===== src/logic/gam_defs.svh =====
// Constants for the pin function multiplexer: pin indices, widths and reset values.
`ifndef GAM_DEFS_SVH
`define GAM_DEFS_SVH
// ----------------------------------------
// Pin map
// ----------------------------------------
`define GAM_NPINS 23
`define GAM_NGEN_OUT 8
`define GAM_PIN_IRQ0 8
`define GAM_PIN_FLASH_WE 11
`define GAM_PIN_NV_SDA 12
`define GAM_PIN_NV_SCL 13
`define GAM_PIN_HOST_DATA 16
`define GAM_PIN_HOST_IRQ 21
`define GAM_PIN_HOST_CLK 22
// Pins that offer the open-drain option (0-5, 9-15).
`define GAM_OD_CAPABLE 23'h00FE3F
// ----------------------------------------
// Reset values
// ----------------------------------------
`define GAM_RST_OE 23'h000000
`define GAM_RST_OUT 23'h000000
`define GAM_RST_OD 23'h000000
`define GAM_RST_GEN_OUT 8'h00
`endif


===== src/logic/gam_pkg.sv =====
// Types shared by the pin function multiplexer.
`default_nettype none
package gam_pkg;
    // Function selected on a multiplexed pin.
    typedef enum logic [1:0] {
        GAM_FN_GPIO,
        GAM_FN_ALT
    } gam_fn_e;
endpackage
`default_nettype wire


===== src/logic/gam_pad.sv =====
// One bidirectional pad cell: synchroniser and open-drain drive resolution.
`timescale 1ns/1ps
`default_nettype none
module gam_pad (
    input wire logic ref_clk,
    input wire logic rstn,
    input wire logic pad_in,
    input wire logic drive_en,
    input wire logic drive_val,
    input wire logic open_drain,
    output logic pad_out,
    output logic pad_oe,
    output logic pin_sync
);
    logic meta;
    // Two-stage synchroniser; only the second stage is read.
    // It resets to the pulled-up idle level, because a zero would pose as an
    // interrupt request or a bus start in the first cycles after reset.
    always_ff @(posedge ref_clk or negedge rstn) begin
        if (!rstn) begin
            meta <= 1'b1;
            pin_sync <= 1'b1;
        end else begin
            meta <= pad_in;
            pin_sync <= meta;
        end
    end
    // In open-drain mode a high is a release, so the enable follows the low value.
    assign pad_out = open_drain ? 1'b0 : drive_val;
    assign pad_oe = drive_en & (open_drain ? ~drive_val : 1'b1);
endmodule
`default_nettype wire


===== src/logic/gam_mux.sv =====
// Pin function multiplexer for system-interface and general-purpose pins.
// Operation
// Pin 8 sampled low is the controller's active-low interrupt zero request and stays GPIO.
// Pins with the option have a register-selected open-drain mode that drives only low.
// Pin 11 may serve as active-low flash write strobe, otherwise it is GPIO.
// Pins 12 and 13 may carry the data and clock of a 2-wire master to nonvolatile memory.
// With the host port enabled pin 16 is the host serial data line, else GPIO.
// With the host port enabled the host supplies the serial clock on pin 22, else GPIO.
// With the host port enabled pin 21 is an open-drain active-low interrupt to the host.
// Backlight enable and panel power outputs each can be placed in high impedance.
// Config bits select function, open drain and value; reset leaves every pin an input.
`timescale 1ns/1ps
`default_nettype none
`include "gam_defs.svh"
module gam_mux (
    input wire logic ref_clk,
    input wire logic rstn,
    // Pads.
    input wire logic [22:0] pin_in,
    output logic [22:0] pin_out,
    output logic [22:0] pin_oe,
    output logic [7:0] general_output_line,
    output logic backlight_enable_out,
    output logic backlight_enable_oe,
    output logic panel_power_out,
    output logic panel_power_oe,
    // Configuration, from software.
    input wire logic cfg_load,
    input wire logic [22:0] cfg_oe,
    input wire logic [22:0] cfg_out,
    input wire logic [22:0] cfg_od,
    input wire logic [7:0] cfg_general_output,
    input wire logic cfg_flash_we_en,
    input wire logic cfg_nvmem_en,
    input wire logic cfg_host_en,
    input wire logic cfg_backlight,
    input wire logic cfg_backlight_oe,
    input wire logic cfg_panel_power,
    input wire logic cfg_panel_power_oe,
    // Alternate function sources.
    input wire logic flash_we_n,
    input wire logic nvmem_sda_drive_low,
    input wire logic nvmem_scl_drive_low,
    input wire logic host_sda_drive_low,
    input wire logic host_irq_pending,
    // Status and alternate inputs.
    output logic [22:0] pin_state,
    output logic controller_irq_zero_n,
    output logic nvmem_serial_data,
    output logic nvmem_serial_clock,
    output logic host_serial_data,
    output logic host_serial_clock,
    output logic host_port_active
);
    // ----------------------------------------
    // Configuration registers
    // ----------------------------------------
    logic [22:0] oe_reg;
    logic [22:0] out_reg;
    logic [22:0] od_reg;
    logic [7:0] general_output_reg;
    logic flash_en;
    logic nv_en;
    logic host_en;
    logic bl;
    logic bl_oe;
    logic pp;
    logic pp_oe;

    // Configuration is captured on a load strobe; reset makes all pins inputs.
    always_ff @(posedge ref_clk or negedge rstn) begin
        if (!rstn) begin
            oe_reg <= `GAM_RST_OE;
            out_reg <= `GAM_RST_OUT;
            od_reg <= `GAM_RST_OD;
            general_output_reg <= `GAM_RST_GEN_OUT;
            flash_en <= 1'b0;
            nv_en <= 1'b0;
            host_en <= 1'b0;
            bl <= 1'b0;
            bl_oe <= 1'b0;
            pp <= 1'b0;
            pp_oe <= 1'b0;
        end else if (cfg_load) begin
            oe_reg <= cfg_oe;
            out_reg <= cfg_out;
            od_reg <= cfg_od & `GAM_OD_CAPABLE;
            general_output_reg <= cfg_general_output;
            flash_en <= cfg_flash_we_en;
            nv_en <= cfg_nvmem_en;
            host_en <= cfg_host_en;
            bl <= cfg_backlight;
            bl_oe <= cfg_backlight_oe;
            pp <= cfg_panel_power;
            pp_oe <= cfg_panel_power_oe;
        end
    end

    // ----------------------------------------
    // Function selection
    // ----------------------------------------
    function automatic gam_pkg::gam_fn_e pin_fn(input int idx, input logic fl, input logic nv,
                                                input logic ho);
        pin_fn = gam_pkg::GAM_FN_GPIO;
        if (idx == `GAM_PIN_FLASH_WE && fl) pin_fn = gam_pkg::GAM_FN_ALT;
        if ((idx == `GAM_PIN_NV_SDA || idx == `GAM_PIN_NV_SCL) && nv) pin_fn = gam_pkg::GAM_FN_ALT;
        if ((idx == `GAM_PIN_HOST_DATA || idx == `GAM_PIN_HOST_IRQ ||
             idx == `GAM_PIN_HOST_CLK) && ho) pin_fn = gam_pkg::GAM_FN_ALT;
    endfunction

    logic [22:0] alt_sel;
    logic [22:0] alt_en;
    logic [22:0] alt_val;
    logic [22:0] alt_od;
    logic [22:0] drv_en;
    logic [22:0] drv_val;
    logic [22:0] drv_od;

    // Alternate drive per pin; 2-wire lines and host interrupt are open-drain by nature.
    always_comb begin
        alt_en = '0;
        alt_val = '1;
        alt_od = '0;
        alt_en[`GAM_PIN_FLASH_WE] = 1'b1;
        alt_val[`GAM_PIN_FLASH_WE] = flash_we_n;
        alt_en[`GAM_PIN_NV_SDA] = 1'b1;
        alt_val[`GAM_PIN_NV_SDA] = ~nvmem_sda_drive_low;
        alt_od[`GAM_PIN_NV_SDA] = 1'b1;
        alt_en[`GAM_PIN_NV_SCL] = 1'b1;
        alt_val[`GAM_PIN_NV_SCL] = ~nvmem_scl_drive_low;
        alt_od[`GAM_PIN_NV_SCL] = 1'b1;
        alt_en[`GAM_PIN_HOST_DATA] = 1'b1;
        alt_val[`GAM_PIN_HOST_DATA] = ~host_sda_drive_low;
        alt_od[`GAM_PIN_HOST_DATA] = 1'b1;
        alt_en[`GAM_PIN_HOST_IRQ] = 1'b1;
        alt_val[`GAM_PIN_HOST_IRQ] = ~host_irq_pending;
        alt_od[`GAM_PIN_HOST_IRQ] = 1'b1;
        // The host clock pin is input only while the host port owns it.
        alt_en[`GAM_PIN_HOST_CLK] = 1'b0;
    end

    // ----------------------------------------
    // Pad cells
    // ----------------------------------------
    genvar g;
    generate
        for (g = 0; g < `GAM_NPINS; g++) begin : g_pin
            assign alt_sel[g] = (pin_fn(g, flash_en, nv_en, host_en) == gam_pkg::GAM_FN_ALT);
            assign drv_en[g] = alt_sel[g] ? alt_en[g] : oe_reg[g];
            assign drv_val[g] = alt_sel[g] ? alt_val[g] : out_reg[g];
            assign drv_od[g] = alt_sel[g] ? alt_od[g] : od_reg[g];
            gam_pad u_pad (
                .ref_clk(ref_clk),
                .rstn(rstn),
                .pad_in(pin_in[g]),
                .drive_en(drv_en[g]),
                .drive_val(drv_val[g]),
                .open_drain(drv_od[g]),
                .pad_out(pin_out[g]),
                .pad_oe(pin_oe[g]),
                .pin_sync(pin_state[g])
            );
        end
    endgenerate

    // ----------------------------------------
    // Alternate inputs and plain outputs
    // ----------------------------------------
    // Pin 8 feeds the interrupt directly with no function switch, so GPIO use stays intact.
    assign controller_irq_zero_n = pin_state[`GAM_PIN_IRQ0];
    assign nvmem_serial_data = pin_state[`GAM_PIN_NV_SDA];
    assign nvmem_serial_clock = pin_state[`GAM_PIN_NV_SCL];
    // Host lines idle high when the port is off so the serial engine sees no activity.
    assign host_serial_data = host_en ? pin_state[`GAM_PIN_HOST_DATA] : 1'b1;
    assign host_serial_clock = host_en ? pin_state[`GAM_PIN_HOST_CLK] : 1'b1;
    assign host_port_active = host_en;
    assign general_output_line = general_output_reg;
    assign backlight_enable_out = bl;
    assign backlight_enable_oe = bl_oe;
    assign panel_power_out = pp;
    assign panel_power_oe = pp_oe;

    // ----------------------------------------
    // Checks
    // ----------------------------------------
    property p_irq_follow;
        @(posedge ref_clk) disable iff (!rstn)
        $fell(pin_in[`GAM_PIN_IRQ0]) ##2 1'b1 |-> ##0 !controller_irq_zero_n;
    endproperty
    a_irq_follow: assert property (p_irq_follow) else $error("irq zero did not follow pin");

    property p_od_no_high;
        @(posedge ref_clk) disable iff (!rstn)
        (od_reg[9] && !alt_sel[9]) |-> !(pin_oe[9] && pin_out[9]);
    endproperty
    a_od_no_high: assert property (p_od_no_high) else $error("open-drain pin drove high");

    property p_flash_we;
        @(posedge ref_clk) disable iff (!rstn)
        flash_en |-> (pin_oe[`GAM_PIN_FLASH_WE] && pin_out[`GAM_PIN_FLASH_WE] == flash_we_n);
    endproperty
    a_flash_we: assert property (p_flash_we) else $error("flash strobe not on pin");

    property p_nv_sda;
        @(posedge ref_clk) disable iff (!rstn)
        nv_en |-> (pin_oe[`GAM_PIN_NV_SDA] == nvmem_sda_drive_low && !pin_out[`GAM_PIN_NV_SDA]);
    endproperty
    a_nv_sda: assert property (p_nv_sda) else $error("nvmem data not driven open-drain");

    property p_host_data;
        @(posedge ref_clk) disable iff (!rstn)
        host_en |-> (pin_oe[`GAM_PIN_HOST_DATA] == host_sda_drive_low);
    endproperty
    a_host_data: assert property (p_host_data) else $error("host data drive wrong");

    property p_host_clk;
        @(posedge ref_clk) disable iff (!rstn)
        host_en |-> !pin_oe[`GAM_PIN_HOST_CLK];
    endproperty
    a_host_clk: assert property (p_host_clk) else $error("device drove host clock");

    property p_host_irq;
        @(posedge ref_clk) disable iff (!rstn)
        host_en |-> (pin_oe[`GAM_PIN_HOST_IRQ] == host_irq_pending && !pin_out[`GAM_PIN_HOST_IRQ]);
    endproperty
    a_host_irq: assert property (p_host_irq) else $error("host interrupt drive wrong");

    property p_cfg_load;
        @(posedge ref_clk) disable iff (!rstn)
        (cfg_load && !cfg_flash_we_en && !cfg_nvmem_en && !cfg_host_en)
            |=> (pin_oe == ($past(cfg_oe) & ~($past(cfg_od) & $past(cfg_out) & `GAM_OD_CAPABLE))
                 && general_output_line == $past(cfg_general_output));
    endproperty
    a_cfg_load: assert property (p_cfg_load) else $error("gpio config not applied");
endmodule
`default_nettype wire


===== config.mk =====
export PLATFORM = sky130hd
export DESIGN_NAME = gam_mux
export DESIGN_NICKNAME = d
export VERILOG_FILES = /design/src/logic/gam_pkg.sv /design/src/logic/gam_pad.sv /design/src/logic/gam_mux.sv
export VERILOG_INCLUDE_DIRS = /design/src /design/src/logic
export SDC_FILE = /design/constraint.sdc
export NUM_CORES = 1
export LEC_CHECK = 0
export ABC_AREA = 0
export BUFFER_PORTS_ARGS = -buffer_cell sky130_fd_sc_hd__buf_4
export CAP_MARGIN = 20
export CORE_MARGIN = 5
export CORE_UTILIZATION = 45
export CTS_BUF_LIST = sky130_fd_sc_hd__clkbuf_4
export DETAILED_ROUTE_END_ITERATION = 8
export HOLD_SLACK_MARGIN = 0.15
export PLACE_DENSITY = 0.78
export SLEW_MARGIN = 20
export SYNTH_ARGS = -nofsm -noshare
export SYNTH_HDL_FRONTEND = slang
export SYNTH_SLANG_ARGS = --single-unit

===== constraint.sdc =====
create_clock -name ref_clk -period 2.1 [get_ports ref_clk]
set_input_delay 0.525 -clock ref_clk [delete_from_list [all_inputs] [get_ports ref_clk]]
set_output_delay 0.525 -clock ref_clk [all_outputs]
set_load 0.01 [all_outputs]

==> summary.md, run 1 <==
| Metric | Value |
|---|---|
| Status | finished clean |
| CP arrival | 1.45 ns |
| Largest stage delay, worst path | 0.48 ns |
| Clk pin slew, worst setup/hold paths | 0.11 ns |
| Register area | 3060 um2 |
| Routed Antenna Nets | 0 |
| Root buf cell | clkbuf_4 |
| Startpoint Class | flip-flop |
| Fin. max-slew vios | 0 |
| Crit Path Max Fanout | 10 |
| CTS tree | done |
| Setup Fix Bufs, Post-CTS | 0 |
| Final min period | 1.97 ns |
| Hold Path Class | in -> reg |
| Pwr/cell area | 772 nW/um2 |
| Fillers | 831 |
| F_max | 506 MHz |
| RSZ-0062 raised after global routing | no |
| Hold Fails Final Rpt | 0 |
| Worst VDD drop | 0.000399 V |
| Synthesized area | 5000 um2 |
| Non-Filler Instances | 624 |
| Cell taking the most area after synthesis | dfrtp_1 |
| Dominant cells by area after synthesis | dfrtp_1 (37%), dfstp_2 (24%), mux2_4 (18%), buf_4 (10%), mux2_2 (3.6%) |
| FF+latch count, synth | 120 |
| Clk sinks | 120 |
| CP endpoint kind | primary output |
| DR iter-0 viols | 95 |
| Period utilization | 94.0% |
| Syn avg cell area | 16.0 um2 |
| Die area | 13300 um2 |
| First-pass GRT wire length | 15500 um |
| Slowest cell on crit path | dfrtp_2 |
| Sw Ratio | 25.2% |
| Share of the synthesized area in the top cell type | 37.1% |
| HPWL Detailed | 6790 um |
| WL/cell | 15.9 um |
| Switching power | 0.00127 W |
| Skew final | 0.0150 ns |
| Core Box Area | 10800 um2 |
| Number of buffers on the longest clock path | 2 |
| Nets | 587 |
| Yosys warns | 0 |
| Combinational share of power | 17.7% |
| I/O pins | 202 |
| Required @ worst endpoint | 1.57 ns |
| Vias in the first global route | 3140 |
| Syn_nets | 427 |
| Critical path class | reg -> out |
| Final wirelength | 9920 um |
| Antenna cells | 0 |
| CP bufs+invs | 1 |
| Largest net degree at the start of global routing | 121 |
| Sequential power share | 52.2% |
| Die H | 115 um |
| Area delta synth->final | 31.4% |
| H-tree depth | 4 |
| Initial antenna violation count | 0 |
| FP Rows | 38 |
| Final TNS setup | 0 ns |
| Critical Path, Cell by Cell | mux2_2 > buf_4 |
| Die W | 115 um |
| Layout cells sized above 1 | 71.9% |
| Sequential area share after synthesis | 61.2% |
| Netlist cell types | 16 |
| Area of the multi-input gates | 1340 um2 |
| Crit path max-delay family | flip-flops |
| Clk Latency, worst-skew pair | 0.48 ns |
| Measured slew at the worst slew-check pin | 0.628 ns |
| Vias after detailed routing | 2823 |
| Number of detailed-route iterations in the first pass | 4 |
| LEAKAGE | 3.18 nW |
| Number of remaining DRC errors | 0 |
| Starting density of the core | 46.1% |
| Cell Int Power | 0.00379 W |
| Post-Syn Instances | 312 |
| Slew HR | 58.1% |
| Placed cell count | 569 |
| GRT overflow | 0 |
| Cts bufs inserted | 17 |
| Tot GR Track Use | 15.1% |
| Placer Congestion | 0.745 |
| # port buffers | 191 |
| DR vias/cell | 4.52 |
| Clock network power share | 30.2% |
| Final setup viols | 0 |
| Max-Cap Viols | 0 |
-- kinds of logic after synthesis --
family / after synthesis / share of synthesized area [%]
buffers and inverters: 77 / 12.0
AOI/OAI and AO/OA: 16 / 2.35
muxes: 76 / 21.6
and+or+nand+nor: 23 / 2.73
DFF: 120 / 61.2
-- cell usage in the layout, fill, tap and decap left out, types with 2 or more instances in the layout --
master,Yosys,final
clkbuf_4,0,17
dlygate4sd3_1,0,24
nand2b_1,3,3
a21bo_2,2,2
mux2_2,16,16
buf_4,69,191
mux2_4,60,60
clkinv_2,0,3
clkinv_1,0,3
dfrtp_1,74,73
dfstp_2,46,46
o21ai_0,3,3
buf_12,0,3
nor2b_1,13,13
nor3b_1,2,2
clkinvlp_4,0,4
nand2_1,4,4
a21boi_0,10,10
bufinv_16,0,2
-- timing repair --
action,CTS,global route
setup endpoints to repair,2,0
resized for setup,1,0
hold buffers,24,0
endpoints found under the hold margin,97,0
-- synth_stat cells --
| cell | count |
|---|---|
| a21o_1 | 1 |
| buf_2 | 1 |
| a21bo_2 | 2 |
| buf_6 | 7 |
| dfrtp_1 | 74 |
| o21ai_0 | 3 |
| or2_2 | 1 |
| nand2_1 | 4 |
| nor3b_1 | 2 |
| mux2_4 | 60 |
| buf_4 | 69 |
| nor2b_1 | 13 |
| nand2b_1 | 3 |
| mux2_2 | 16 |
| dfstp_2 | 46 |
| a21boi_0 | 10 |
-- through the flow --
stage | setup slack [ns] | hold WS (ns) | utilization [%] | cell area (um2) | power [W]
3_3_place_gp | 0.540 | 0.345 | 55.9 | 6060 | 0.00353
3_5_place_dp | 0.526 | 0.347 | 55.9 | 6060 | 0.00355
4_1_cts | 0.0505 | 0.208 | 60.6 | 6570 | 0.00515
5_1_grt | 0.00791 | 0.198 | 60.6 | 6570 | 0.00534
2_1_floorplan | 0.583 | 0.229 | - | 5000 | 0.00322
6_report | 0.125 | 0.268 | 60.6 | 6570 | 0.00507
-- worst paths after layout --
check | depth (start not counted) | slack (ns) | startpoint | end
min in group asynchronous | 3 | 0.65 | rstn | general_output_line[0]
min reg2reg | 0 | 0.36 | g_pin[22].u_pad.meta | g_pin[22].u_pad.pin_sync
max reg2reg | 1 | 1.22 | host_port_active | host_port_active
max in group asynchronous | 3 | 0.91 | rstn | host_port_active
max | 2 | 0.13 | host_port_active | pin_oe[16]
min | 2 | 0.27 | cfg_out[4] | out_reg[4]
-- metal layers --
metal	GRT usage, %	vias to the layer above	part of all wire, %
met5	0	-	0
met4	5.63	0	0.77
met3	5.00	7	9.0
met2	25.2	118	51
met1	18.3	1407	39
li1	-	1291	-
-- power groups by stage --
| stage | clock network (W) | logic [W] | registers (W) |
|---|---|---|---|
| floorplan | 0 | 0.000553 | 0.00267 |
| global placement | 0 | 0.000851 | 0.00267 |
| detailed placement | 0 | 0.000870 | 0.00268 |
| CTS | 0.00160 | 0.000908 | 0.00265 |
| global route | 0.00171 | 0.000959 | 0.00267 |
| finish | 0.00153 | 0.000895 | 0.00264 |
-- area by class of cell --
class	count	share of cell area [%]
flip-flops and latches	120	46.6
repair buffers	218	26.4
multi-input cells	115	20.3
well taps	140	2.67
clock inverters	14	2.04
clock buffers	17	1.94
No activity file was read; power rests on OpenSTA's default activity.
==> run 2: changes to the inputs <==
--- a/config.mk
+++ b/config.mk
@@ -6,7 +6,7 @@
 export SDC_FILE = /design/constraint.sdc
 export NUM_CORES = 1
 export LEC_CHECK = 0
-export ABC_AREA = 0
+export ABC_AREA = 1
 export BUFFER_PORTS_ARGS = -buffer_cell sky130_fd_sc_hd__buf_4
 export CAP_MARGIN = 20
 export CORE_MARGIN = 5
@@ -14,7 +14,7 @@
 export CTS_BUF_LIST = sky130_fd_sc_hd__clkbuf_4
 export DETAILED_ROUTE_END_ITERATION = 8
 export HOLD_SLACK_MARGIN = 0.15
-export PLACE_DENSITY = 0.78
+export PLACE_DENSITY = 0.79
 export SLEW_MARGIN = 20
 export SYNTH_ARGS = -nofsm -noshare
 export SYNTH_HDL_FRONTEND = slang
==> run 2 against run 1 <==
Clock power grew 22%. Critical path depth rose by 1. Synthesized cell count grew 52%. Synthesized area decreased by 3.6%. Via count is 22% higher. Sequential share of layout area rose by 0.79 points. Register-to-register slack improved by 0.13 ns. Cell count increased by 25%. Critical path type unchanged. Total power up 3.2%. Sequential cell count stayed put.
==> summary.md, run 2 <==
| Metric | Value |
|---|---|
| Die W | 113 um |
| Number of remaining DRC errors | 0 |
| Fin. max-slew vios | 0 |
| Share of the synthesized area in the top cell type | 38.4% |
| Number of detailed-route iterations in the first pass | 4 |
| Reg2Reg Capture Point | host_port_active |
| GRT overflow | 0 |
| Clk Latency, worst-skew pair | 0.49 ns |
| Syn avg cell area | 10.2 um2 |
| H-tree depth | 4 |
| Tot Pwr | 0.00523 W |
| Layout cells sized above 1 | 43.4% |
| Post-synth EDFFs | 0 |
| F_max | 515 MHz |
| Starting density of the core | 46.5% |
| Max-Cap Viols | 0 |
| Period utilization | 92.5% |
| Clock network power share | 35.5% |
| Final setup viols | 0 |
| Worst VDD drop | 0.000374 V |
| Final wirelength | 10300 um |
| Sw Ratio | 25.5% |
| Largest stage delay, worst path | 0.42 ns |
| Slew HR | 77.5% |
| R2R Path Start | host_port_active |
| Worst R2R Setup Slack | 1.35 ns |
| Crit path max-delay family | flip-flops |
| Most frequent cells in the layout | buf_4 (193), nand2_1 (88), inv_1 (74) |
| I/O pins | 202 |
| Cts bufs inserted | 17 |
| Number of buffers on the longest clock path | 2 |
| Status | finished clean |
| CP arrival | 1.42 ns |
| Tot GR Track Use | 16.5% |
| Syn_nets | 588 |
| Hold Path Class | in -> reg |
| WHS Endpoint | oe_reg[13] |
| Crit Path Max Fanout | 6 |
| Placer Congestion | 0.834 |
| Final TNS setup | 0 ns |
| Root buf cell | clkbuf_4 |
| Critical path class | reg -> out |
| Hold Path Depth | 3 |
| WL/cell | 13.3 um |
| # port buffers | 191 |
| Hold path start | cfg_oe[13] |
| Hold Fails Final Rpt | 0 |
| CTS tree | done |
| Yosys warns | 0 |
| Cell taking the most area after synthesis | dfrtp_1 |
| DR vias/cell | 4.41 |
| Vias in the first global route | 3534 |
| Pwr/cell area | 810 nW/um2 |
| Dominant cells by area after synthesis | dfrtp_1 (38%), dfstp_2 (25%), buf_4 (12%), o21ai_0 (7.3%), nand2_1 (6.9%) |
| Measured slew at the worst slew-check pin | 0.337 ns |
| CP endpoint kind | primary output |
| Synth async-reset ratio | 100% |
| FF+latch count, synth | 120 |
| Cell Int Power | 0.00390 W |
| LEAKAGE | 3.31 nW |
| Placed cell count | 719 |
| Synth Flop Type | dfrtp_1 |
| Sequential area share after synthesis | 63.5% |
| Sequential power share | 49.8% |
| Required @ worst endpoint | 1.57 ns |
| HPWL Detailed | 7310 um |
| Non-Filler Instances | 778 |
| Startpoint Class | flip-flop |
| Critical Path, Cell by Cell | inv_1 > or2_2 > buf_4 |
| Skew final | 0.00600 ns |
| Area delta synth->final | 34.1% |
| Post-Syn Instances | 473 |
| Commonest non-fill, non-tap cell in the layout | buf_4 |
| Combinational share of power | 14.7% |
| Slowest cell on crit path | dfrtp_2 |
| RSZ-0062 raised after global routing | no |
| Dpl ws | 0.544 ns |
| Vias after detailed routing | 3434 |
| Synthesized area | 4820 um2 |
| CP bufs+invs | 2 |
| Setup WS post-layout | 0.158 ns |
| Final min period | 1.94 ns |
| First-pass GRT wire length | 16800 um |
| Initial antenna violation count | 0 |
| Switching power | 0.00133 W |
| Die area | 12900 um2 |
| Clk pin slew, worst setup/hold paths | 0.12 ns |
| Clk sinks | 120 |
| Routed Antenna Nets | 0 |
| FP Rows | 37 |
| Largest net degree at the start of global routing | 81 |
| Netlist cell types | 15 |
| DR iter-0 viols | 104 |
| Die H | 113 um |
| FF-to-FF path depth | 2 |
| Critical path origin | host_port_active |
| Core Box Area | 10400 um2 |
| Synth top cells by count | nand2_1 (88), buf_4 (76), dfrtp_1 (74), inv_1 (74), o21ai_0 (70) |
| Nets | 743 |
| Count leader, synth | nand2_1 |
## run 2: through the flow
| stage | hold slack, ns | instance area [um2] | utilization, % |
|---|---|---|---|
| after floorplan | 0.229 | 4820 | - |
| after global placement | 0.345 | 5870 | 56.6 |
| after detailed placement | 0.347 | 5870 | 56.6 |
| after CTS | 0.172 | 6440 | 62.1 |
| after global routing | 0.152 | 6460 | 62.3 |
| final | 0.228 | 6460 | 62.3 |
## run 2: final cells by class
class	instances	area, um2
clock inverter	14	195
antenna	1	2.50
clock buffer	18	135
sequential	120	3060
timing repair buffer	221	1770
multi-input combinational	194	847
inverter	74	278
tap	136	170
fill	808	3910
## run 2: power groups by stage
stage	registers, W	clock network [W]	logic, W
finish	0.00260	0.00186	0.000771
floorplan	0.00264	0	0.000414
global placement	0.00264	0	0.000717
detailed placement	0.00265	0	0.000736
global route	0.00263	0.00204	0.000855
CTS	0.00261	0.00192	0.000776
## run 2: logic make-up after synthesis
group / after synthesis / synth area share [%]
and+or+nand+nor: 108 / 8.65
AOI/OAI and AO/OA: 86 / 8.94
DFF: 120 / 63.5
buffers and inverters: 159 / 18.9
## run 2: worst register-to-register path: stages, from the launching register on
cell and delay, ns:
dfrtp_2 0.46, inv_1 0.11, o21ai_0 0.08
## run 2: how the worst max path moves through the flow
stage / end / slack, ns / depth (start not counted)
after global placement: host_serial_data / 0.56 / 3
after global routing: pin_oe[21] / 0.01 / 3
after CTS: host_serial_data / 0.04 / 3
after detailed placement: host_serial_data / 0.54 / 3
final: host_serial_data / 0.16 / 3
after floorplan: host_serial_clock / 0.71 / 2
## run 2: routing by layer
layer | vias to the layer above | part of all wire (%) | wire length (um) | GRT usage, %
met5 | - | 0 | 0 | 0
met4 | 0 | 0.98 | 101 | 6.41
met3 | 10 | 9.1 | 936 | 5.78
met2 | 137 | 51 | 5270 | 27.8
met1 | 1606 | 39 | 4020 | 19.4
li1 | 1681 | - | - | -
## run 2: timing repair
action	4_1_cts	5_1_grt
endpoints found under the hold margin	97	0
buffers inserted	0	2
gates resized for setup	1	0
gates cloned	0	0
hold buffers	24	0
endpoints found under the setup margin	2	2
